### src/hw/fsr_pkg.sv
// Package: opcodes, bit positions, reset values and timing for status regs
package fsr_pkg;
  localparam logic [7:0] OP_WRITE_STATUS = 8'h01;
  localparam logic [7:0] OP_WRITE_LATCH_SET = 8'h06;
  localparam logic [7:0] OP_WRITE_LATCH_CLR = 8'h04;
  localparam logic [7:0] OP_READ_STATUS = 8'h05;
  localparam logic [7:0] OP_READ_SECOND_A = 8'h09;
  localparam logic [7:0] OP_READ_SECOND_B = 8'h35;
  localparam logic [7:0] OP_READ_THIRD_A = 8'h95;
  localparam logic [7:0] OP_READ_THIRD_B = 8'h15;
  localparam logic [7:0] OP_SUSPEND = 8'hB0;
  localparam logic [7:0] OP_RESUME = 8'h30;
  localparam int S2_ERASE_SUSP = 7;
  localparam int S2_COMPLEMENT = 6;
  localparam int S2_LOCK_FIRST = 5;
  localparam int S2_LOCK_THIRD = 3;
  localparam int S2_PROG_SUSP = 2;
  localparam int S2_QUAD_SEL = 1;
  localparam int S3_HOLD_RESET = 7;
  localparam logic [7:0] FIRST_RESET = 8'h00;
  localparam logic [7:0] SECOND_RESET = 8'h02;
  localparam logic [7:0] THIRD_RESET = 8'h00;
  localparam logic [7:0] FIRST_WR_MASK = 8'hFC;
  localparam logic [7:0] THIRD_WR_MASK = 8'hF8;
  localparam int CLK_MHZ = 50;
  localparam int WRITE_CYCLE_US = 5;
  localparam int WRITE_CYCLES = WRITE_CYCLE_US * CLK_MHZ;
  localparam logic [5:0] BITS_ONE = 6'd8;
  localparam logic [5:0] BITS_TWO = 6'd16;
  localparam logic [5:0] BITS_THREE = 6'd24;
  typedef enum logic [1:0] {FSR_OPCODE, FSR_DATA, FSR_IGNORE} fsr_phase_t;
  typedef struct packed {
    logic erase_susp;
    logic prog_susp;
    logic [2:0] locks;
    logic complement_protect;
    logic quad_pin_select;
    logic hold_reset_select;
    logic [1:0] drive;
    logic [1:0] wrap_len;
  } fsr_cfg_t;
endpackage : fsr_pkg

### src/hw/fsr_status_regs.sv
// Second and third status registers of a serial flash with write path
// How it works
// RQ1: Erase-suspended flag bit 7 sets on erase suspend, clears on resume.
// RQ2: Program-suspended flag bit 2 sets on program suspend, clears on resume.
// RQ3: Both suspend flags are zero after reset.
// RQ4: Lock bits 5..3 at one block program and erase of their sector.
// RQ5: Lock bits are one-time programmable; once one they never clear.
// RQ6: A lock bit at zero leaves its sector fully usable.
// RQ7: Complement-protect bit 6 resets to zero and once one stays one.
// RQ8: Quad pin select bit 1 resets to one; zero enables pin functions.
// RQ9: Bit 0 of the second register always reads zero.
// RQ10: Host should mask the reserved bit when testing the register.
// RQ11: Read-third opcodes return third register anytime, repeating while selected.
// RQ12: Hold/reset select bit 7 picks pause at zero, reset at one.
// RQ13: Pin pause/reset acts only while quad pin select is zero.
// RQ14: Bits 6..5 select drive strength: 67, 100, 50, 33 percent.
// RQ15: Bits 4..3 select wrap length: 8, 16, 32, 64 bytes.
// RQ16: Bits 2..0 of the third register are reserved, no function.
// RQ17: Write-status is accepted only while the write latch is one.
// RQ18: Write-status is executed only if select rises after 8, 16 or 24 bits.
// RQ19: Valid write-status starts a timed cycle; busy flag one throughout.
// RQ20: The write latch clears when the write cycle completes.
// RQ21: Write-status never changes the write latch or busy bits directly.
// RQ22: Status protect with protect pin low rejects every write-status.
// RQ23: Data bytes go to first, second, third register in order.
`timescale 1ns/1ps
`default_nettype none
module fsr_status_regs
  import fsr_pkg::*;
(
  input wire logic I_REF_CLK,
  input wire logic I_RST_N,
  input wire logic I_SCLK,
  input wire logic I_CS_N,
  input wire logic I_DI,
  input wire logic I_WP_N,
  input wire logic I_HOLD_RESET_N,
  input wire logic I_ERASE_ACTIVE,
  input wire logic I_PROG_ACTIVE,
  output logic O_DO,
  output logic O_DO_OE,
  output logic [7:0] O_FIRST_STATUS,
  output logic [7:0] O_SECOND_STATUS,
  output logic [7:0] O_THIRD_STATUS,
  output logic [2:0] O_SECTOR_LOCKED,
  output logic O_PAUSE,
  output logic O_PIN_RESET,
  output logic [1:0] O_DRIVE,
  output logic [1:0] O_WRAP
);
  logic [1:0] sclk_s, cs_s, di_s, wp_s, hr_s;
  logic sclk_d, cs_d;
  always_ff @(posedge I_REF_CLK or negedge I_RST_N) begin
    if (!I_RST_N) begin
      sclk_s <= 2'h0;
      cs_s <= 2'h3;
      di_s <= 2'h0;
      wp_s <= 2'h3;
      hr_s <= 2'h3;
      sclk_d <= 1'b0;
      cs_d <= 1'b1;
    end else begin
      sclk_s <= {sclk_s[0], I_SCLK};
      cs_s <= {cs_s[0], I_CS_N};
      di_s <= {di_s[0], I_DI};
      wp_s <= {wp_s[0], I_WP_N};
      hr_s <= {hr_s[0], I_HOLD_RESET_N};
      sclk_d <= sclk_s[1];
      cs_d <= cs_s[1];
    end
  end
  wire sel = !cs_s[1];
  wire rise = sel && sclk_s[1] && !sclk_d;
  wire fall = sel && !sclk_s[1] && sclk_d;
  wire cs_rise = cs_s[1] && !cs_d;

  fsr_phase_t phase;
  logic [7:0] shift, opcode, first, second, third;
  logic [7:0] d1, d2, d3, out_sh;
  logic [5:0] bits;
  logic [2:0] bitc;
  logic latch, busy, e_susp, p_susp;
  logic [15:0] timer;
  wire [2:0] next_bitc = bitc + 3'h1;
  wire [7:0] next_byte = {shift[6:0], di_s[1]};
  wire hw_lock = first[7] && !wp_s[1];
  wire [7:0] first_view = {first[7:2], latch, busy};
  wire [7:0] second_view = {e_susp, second[6:3], p_susp, second[1],
    1'b0}; // [RQ9]

  function automatic logic [7:0] read_word(input logic [7:0] op,
    input logic [7:0] w1, input logic [7:0] w2, input logic [7:0] w3);
    if (op == OP_READ_THIRD_A || op == OP_READ_THIRD_B)
      return w3; // [RQ11]
    else if (op == OP_READ_SECOND_A || op == OP_READ_SECOND_B)
      return w2; // [RQ1] [RQ2]
    else
      return w1;
  endfunction : read_word
  wire [7:0] out_word = read_word(opcode, first_view, second_view, third);

  // Serial shifter and command decode
  always_ff @(posedge I_REF_CLK or negedge I_RST_N) begin
    if (!I_RST_N) begin
      phase <= FSR_OPCODE;
      shift <= 8'h00;
      opcode <= 8'h00;
      bitc <= 3'h0;
      bits <= 6'h00;
      d1 <= 8'h00;
      d2 <= 8'h00;
      d3 <= 8'h00;
    end else if (!sel) begin
      phase <= FSR_OPCODE;
      bitc <= 3'h0;
      bits <= 6'h00;
      opcode <= cs_rise ? opcode : 8'h00;
    end else if (rise) begin
      shift <= next_byte;
      bitc <= next_bitc;
      if (phase == FSR_DATA) begin
        if (bits != 6'h3F)
          bits <= bits + 6'h01;
        if (bitc == 3'h7) begin
          unique case (bits[5:3])
            3'h0: d1 <= next_byte; // [RQ23]
            3'h1: d2 <= next_byte; // [RQ23]
            3'h2: d3 <= next_byte; // [RQ23]
            default: ;
          endcase
        end
      end else if (phase == FSR_OPCODE && bitc == 3'h7) begin
        opcode <= next_byte;
        phase <= (next_byte == OP_WRITE_STATUS) ? FSR_DATA : FSR_IGNORE;
      end
    end
  end

  wire bits_ok = bits == BITS_ONE || bits == BITS_TWO || bits == BITS_THREE;
  wire wr_go = cs_rise && opcode == OP_WRITE_STATUS && bits_ok // [RQ18]
      && latch && !busy && !hw_lock; // [RQ17] [RQ22]
  wire op_done = cs_rise && bits == 6'h00;

  // Write latch, busy flag and timed write cycle
  always_ff @(posedge I_REF_CLK or negedge I_RST_N) begin
    if (!I_RST_N) begin
      latch <= 1'b0;
      busy <= 1'b0;
      timer <= 16'h0000;
    end else if (busy) begin
      if (timer == 16'(WRITE_CYCLES - 1)) begin
        busy <= 1'b0; // [RQ19]
        latch <= 1'b0; // [RQ20]
      end
      timer <= timer + 16'h0001;
    end else if (wr_go) begin
      busy <= 1'b1; // [RQ19]
      timer <= 16'h0000;
    end else if (op_done && opcode == OP_WRITE_LATCH_SET) begin
      latch <= 1'b1;
    end else if (op_done && opcode == OP_WRITE_LATCH_CLR) begin
      latch <= 1'b0;
    end
  end

  // Status register contents, committed at start of the write cycle
  always_ff @(posedge I_REF_CLK or negedge I_RST_N) begin
    if (!I_RST_N) begin
      first <= FIRST_RESET;
      second <= SECOND_RESET;
      third <= THIRD_RESET;
    end else if (wr_go) begin
      first <= d1 & FIRST_WR_MASK; // [RQ21]
      if (bits != BITS_ONE) begin
        second[S2_LOCK_FIRST:S2_LOCK_THIRD] <=
          second[S2_LOCK_FIRST:S2_LOCK_THIRD]
          | d2[S2_LOCK_FIRST:S2_LOCK_THIRD]; // [RQ5]
        second[S2_COMPLEMENT] <= second[S2_COMPLEMENT]
          | d2[S2_COMPLEMENT]; // [RQ7]
        second[S2_QUAD_SEL] <= d2[S2_QUAD_SEL]; // [RQ8]
      end
      if (bits == BITS_THREE)
        third <= d3 & THIRD_WR_MASK; // [RQ16]
    end
  end

  // Suspend indicators
  always_ff @(posedge I_REF_CLK or negedge I_RST_N) begin
    if (!I_RST_N) begin
      e_susp <= 1'b0; // [RQ3]
      p_susp <= 1'b0; // [RQ3]
    end else if (op_done && opcode == OP_SUSPEND) begin
      e_susp <= e_susp | I_ERASE_ACTIVE; // [RQ1]
      p_susp <= p_susp | I_PROG_ACTIVE; // [RQ2]
    end else if (op_done && opcode == OP_RESUME) begin
      e_susp <= 1'b0; // [RQ1]
      p_susp <= 1'b0; // [RQ2]
    end
  end

  // Serial output, repeating the selected register while selected
  always_ff @(posedge I_REF_CLK or negedge I_RST_N) begin
    if (!I_RST_N) begin
      out_sh <= 8'h00;
      O_DO <= 1'b0;
      O_DO_OE <= 1'b0;
    end else if (!sel) begin
      O_DO_OE <= 1'b0;
    end else if (fall && phase == FSR_IGNORE) begin
      if (bitc == 3'h0) begin
        O_DO <= out_word[7]; // [RQ11]
        out_sh <= {out_word[6:0], 1'b0};
      end else begin
        O_DO <= out_sh[7];
        out_sh <= {out_sh[6:0], 1'b0};
      end
      O_DO_OE <= 1'b1;
    end
  end

  // Register views and pin functions
  always_ff @(posedge I_REF_CLK or negedge I_RST_N) begin
    if (!I_RST_N) begin
      O_FIRST_STATUS <= 8'h00;
      O_SECOND_STATUS <= 8'h00;
      O_THIRD_STATUS <= 8'h00;
      O_SECTOR_LOCKED <= 3'h0;
      O_PAUSE <= 1'b0;
      O_PIN_RESET <= 1'b0;
      O_DRIVE <= 2'h0;
      O_WRAP <= 2'h0;
    end else begin
      O_FIRST_STATUS <= first_view;
      O_SECOND_STATUS <= second_view; // [RQ9]
      O_THIRD_STATUS <= third;
      O_SECTOR_LOCKED <= second[S2_LOCK_FIRST:S2_LOCK_THIRD]; // [RQ4] [RQ6]
      O_PAUSE <= !second[S2_QUAD_SEL] && !third[S3_HOLD_RESET]
        && !hr_s[1]; // [RQ12] [RQ13]
      O_PIN_RESET <= !second[S2_QUAD_SEL] && third[S3_HOLD_RESET]
        && !hr_s[1]; // [RQ12] [RQ13]
      O_DRIVE <= third[6:5]; // [RQ14]
      O_WRAP <= third[4:3]; // [RQ15]
    end
  end

  a_lock_sticky: assert property (@(posedge I_REF_CLK) disable iff (!I_RST_N)
    $fell(second[S2_LOCK_FIRST]) == 1'b0) // [RQ5]
    else $error("lock bit cleared");
  a_cmp_sticky: assert property (@(posedge I_REF_CLK) disable iff (!I_RST_N)
    !$fell(second[S2_COMPLEMENT])) // [RQ7]
    else $error("complement bit cleared");
  a_reserved_zero: assert property (@(posedge I_REF_CLK) disable iff (!I_RST_N)
    O_SECOND_STATUS[0] == 1'b0) // [RQ9]
    else $error("reserved bit set");
  a_go_needs_latch: assert property (@(posedge I_REF_CLK)
    disable iff (!I_RST_N) $rose(busy) |-> $past(latch)) // [RQ17]
    else $error("write without latch");
  a_go_not_locked: assert property (@(posedge I_REF_CLK)
    disable iff (!I_RST_N) $rose(busy) |-> !$past(hw_lock)) // [RQ22]
    else $error("write in locked mode");
  a_go_bit_count: assert property (@(posedge I_REF_CLK)
    disable iff (!I_RST_N) $rose(busy) |-> $past(bits_ok)) // [RQ18]
    else $error("bad bit count accepted");
  a_busy_length: assert property (@(posedge I_REF_CLK)
    disable iff (!I_RST_N) $rose(busy) |-> busy [*8]) // [RQ19]
    else $error("busy too short");
  a_latch_clear: assert property (@(posedge I_REF_CLK)
    disable iff (!I_RST_N) $fell(busy) |-> !latch) // [RQ20]
    else $error("latch kept after write");
  a_pin_quad: assert property (@(posedge I_REF_CLK) disable iff (!I_RST_N)
    $past(second[S2_QUAD_SEL]) |-> !O_PAUSE && !O_PIN_RESET) // [RQ13]
    else $error("pin function with quad select");
  a_locks_kept: assert property (@(posedge I_REF_CLK) disable iff (!I_RST_N)
    ($past(second[S2_LOCK_FIRST:S2_LOCK_THIRD])
    & ~second[S2_LOCK_FIRST:S2_LOCK_THIRD]) == 3'h0) // [RQ5]
    else $error("a lock bit cleared");
  a_busy_cycles: assert property (@(posedge I_REF_CLK) disable iff (!I_RST_N)
    $fell(busy) |-> $past(timer) == 16'(WRITE_CYCLES - 1)) // [RQ19]
    else $error("write cycle length wrong");
  a_go_keeps_latch: assert property (@(posedge I_REF_CLK)
    disable iff (!I_RST_N) wr_go |=> latch == $past(latch)) // [RQ21]
    else $error("write start changed latch");
  a_resume_clears: assert property (@(posedge I_REF_CLK)
    disable iff (!I_RST_N) op_done && opcode == OP_RESUME
    |=> !e_susp && !p_susp) // [RQ1] [RQ2]
    else $error("suspend flag kept after resume");
  a_third_reserved: assert property (@(posedge I_REF_CLK)
    disable iff (!I_RST_N) O_THIRD_STATUS[2:0] == 3'h0) // [RQ16]
    else $error("reserved third bits set");
  a_drive_view: assert property (@(posedge I_REF_CLK) disable iff (!I_RST_N)
    O_DRIVE == $past(third[6:5]) && O_WRAP == $past(third[4:3])) // [RQ14]
    else $error("drive or wrap code mismatch");
  a_sector_view: assert property (@(posedge I_REF_CLK) disable iff (!I_RST_N)
    O_SECTOR_LOCKED == $past(second[S2_LOCK_FIRST:S2_LOCK_THIRD])) // [RQ4]
    else $error("sector lock view mismatch");
  a_read_reload: assert property (@(posedge I_REF_CLK)
    disable iff (!I_RST_N) fall && phase == FSR_IGNORE && bitc == 3'h0
    |=> O_DO == $past(out_word[7]) && O_DO_OE) // [RQ11]
    else $error("read word not reloaded");
  c_write_go: cover property (@(posedge I_REF_CLK) disable iff (!I_RST_N)
    $rose(busy));
  c_three_bytes: cover property (@(posedge I_REF_CLK) disable iff (!I_RST_N)
    wr_go && bits == BITS_THREE);
  c_suspend: cover property (@(posedge I_REF_CLK) disable iff (!I_RST_N)
    $rose(e_susp));
  c_read_third: cover property (@(posedge I_REF_CLK) disable iff (!I_RST_N)
    fall && phase == FSR_IGNORE && opcode == OP_READ_THIRD_A);
endmodule : fsr_status_regs
`default_nettype wire

### config.mk
export PLATFORM = sky130hd
export DESIGN_NAME = fsr_status_regs
export DESIGN_NICKNAME = d
export VERILOG_FILES = /design/src/hw/fsr_pkg.sv /design/src/hw/fsr_status_regs.sv
export SDC_FILE = /design/constraint.sdc
export NUM_CORES = 1
export LEC_CHECK = 0
export BUFFER_PORTS_ARGS = -buffer_cell sky130_fd_sc_hd__buf_2
export CAP_MARGIN = 10
export CORE_MARGIN = 4
export CORE_UTILIZATION = 40
export CTS_CLUSTER_DIAMETER = 60
export DETAILED_ROUTE_END_ITERATION = 10
export MAX_ROUTING_LAYER = met4
export SETUP_SLACK_MARGIN = 0.02
export SLEW_MARGIN = 10
export SYNTH_ARGS = -nofsm -noshare
export SYNTH_HDL_FRONTEND = slang
export SYNTH_SLANG_ARGS = --single-unit
### constraint.sdc
create_clock -name I_REF_CLK -period 2.1 [get_ports I_REF_CLK]
set_input_delay 0.105 -clock I_REF_CLK [delete_from_list [all_inputs] [get_ports I_REF_CLK]]
set_output_delay 0.105 -clock I_REF_CLK [all_outputs]
set_load 0.03 [all_outputs]
==> run metrics <==
status finished, final reports clean; Row Count 40; GRT Overall Usage 15.8%; reg2reg end first[7]; Worst R2R Path Depth 7; port bufs 39; Critical Path AT 2.23 ns; nets 493; Num CTS Buffers 17; initial core utilization 41.6%; crit-path cells inv_1 -> ha_2 -> nand4bb_4 -> nor4_2 -> and3_4 -> buf_4 -> mux2_2; reg2reg start bits[1]; Via-to-Cell Ratio 5.01; worst slack at placement 0.0799 ns; GP Congestion 0.773; max-slew violation count 0; f_max 0.516 GHz; CTS Sinks 121; Yosys warnings 0; Setup crit start kind register; Final Critical Period 1.94 ns; via count 3297; Max Cap Viol 0; leakage power 2.94 nW; Synth area leaders dfrtp_1 (56%), mux2_2 (7.5%), dfstp_2 (4.1%), nand2_1 (3.2%), mux2i_1 (3.2%); Post-Route WL 10500 um; required time worst endpoint 2.39 ns; DR WL/cell 15.9 um; final setup TNS 0 ns; period utilisation layout 92.3%; area growth from synthesis to layout 21.1%; Synth Cell Area 0.00508 mm2; Final ANT Viol Nets 0; crit path kind register to register; CP Buf/Inv Count 2; Distinct cells, synth 48; core footprint 0.0122 mm2; post-synthesis async set-or-reset flop share 100%; worst hold path class primary input to asynchronous set/reset pin; Synth Register Bits 121; Synth Flop Type dfrtp_1; Die W 121 um; post-synth top area share 55.7%; worst reg2reg setup slack 0.16 ns; CTS max path bufs 2; HPWL after DPL 7010 um; initial antenna violation count 0; Clk pin slew, worst setup/hold paths 0.05 ns; Setup violations, final 0; count leader, synth dfrtp_1; CTS Root Cell clkbuf_16; number of synthesized flops with an enable pin 0; crit-path max FO 5; Worst slew margin 62.9%; post-layout util 50.4%; DR iter-0 viols 215; IO Count 44; gr ovfl total 0; drt first pass iters 5; largest net degree at the start of global routing 45; top cells by count, synth dfrtp_1 (113), nand2_1 (43), mux2_2 (34), nor2_1 (27), nand3_1 (20); die footprint 0.0146 mm2; Mapped Cells 416; post-synth top area cell dfrtp_1; DRC Markers 0; first-pass GRT wire length 17300 um; # diodes 0; final hold violation count 0; Least-Margin Pin Slew 0.556 ns; CTS tree done; H-tree depth 4; Clock Latency Late Sink 0.41 ns; sequential area share after synthesis 59.8%; layout cells sized above 1 29.4%; cell family with most CP delay simple AND/OR/NAND/NOR gates; Clock Skew 0.0118 ns; slowest cell on the critical path dfrtp_1; post-route setup slack 0.163 ns; slowest stage delay, CP 0.39 ns; RSZ-0062 raised after global routing no; Power Dens Cells 874 mW/mm2; vias in the first global route 3363; syn avg cell area 12.2 um2; Setup crit end kind register; peak supply drop 0.562 mV; Die Y 121 um
-- routing by layer --
layer / up-vias / GRT usage [%] / wire length (um)
li1: 1590 / - / -
met1: 1652 / 20.3 / 4930
met2: 44 / 24.0 / 5070
met3: 11 / 5.19 / 344
met4: 0 / 4.96 / 117
met5: - / - / 0
-- cell usage in the layout, fill, tap and decap left out, drive strengths merged, types with 5 or more instances in the layout --
master	instances
nor2	27
nor2b	5
inv	8
dlygate4sd3	8
nor4b	8
ha	7
a21oi	9
dfrtp	113
o21ai	11
mux2	39
clkbuf	29
a31oi	9
nand2	44
o22ai	11
buf	58
nand4	5
mux2i	16
dfstp	8
nand3	20
-- worst reg2reg max path, stage by stage, from the launching register on --
cell and delay (ns):
dfrtp_1 0.39, inv_1 0.08, ha_2 0.20, nand4bb_4 0.14, nor4_2 0.28, and3_4 0.28
buf_4 0.14, mux2_2 0.32
-- timing repair --
item | in CTS | in global routing
setup buffers | 0 | 2
endpoints found under the setup margin | 0 | 16
resized for setup | 0 | 6
endpoints found under the hold margin | 43 | 0
hold buffers | 8 | 0
-- area by class of cell --
class / instances / area [um2]
clock inverters: 3 / 17.5
clock buffers: 29 / 520
multi-input cells: 263 / 1890
repair buffers: 66 / 449
well taps: 168 / 210
fillers: 1095 / 6060
flip-flops and latches: 121 / 3040
inverters: 8 / 30.0
-- flip-flops by register name (all words and copies together) (netlist names), 6 cells and up --
signal,flops
opcode,8
O_FIRST_STATUS,8
shift,7
d1,6
bits,6
timer,16
out_sh,7
first,6
-- power by group --
group | leakage [nW] | internal, mW | switching (mW)
Combinational | 1.04 | 0.0934 | 0.116
Clock | 0.262 | 1.66 | 0.946
Sequential | 1.64 | 2.41 | 0.152
-- cells by family after synthesis --
family	share of synthesized area, %
muxes	12.2
other	0.0738
buffers and inverters	3.92
adders and majority gates	1.72
xor gates and xnor gates	1.21
and+or+nand+nor	14.4
AOI/OAI and AO/OA	6.77
DFF	59.8
-- stage by stage --
stage	instance area, um2	power (mW)	instances	hold WS (ns)
floorplan	5090	2.63	419	-0.191
global placement	5480	2.79	616	0.126
detailed placement	5480	2.80	616	0.131
CTS	6100	5.44	656	0.247
global route	6150	5.58	658	0.273
finish	6150	5.38	658	0.240
-- how the worst max path moves through the flow --
stage            start         to  slack [ns]  cells after the start
2_1_floorplan  bits[0]   first[5]        0.26                      8
3_3_place_gp   bits[1]   first[4]        0.10                      7
3_5_place_dp   bits[1]   first[3]        0.08                      7
4_1_cts        bits[1]   first[3]        0.07                      7
5_1_grt        cs_s[1]  out_sh[2]        0.03                      5
6_report       bits[1]   first[7]        0.16                      7
Note: power is estimated with default switching activity, not from simulation.
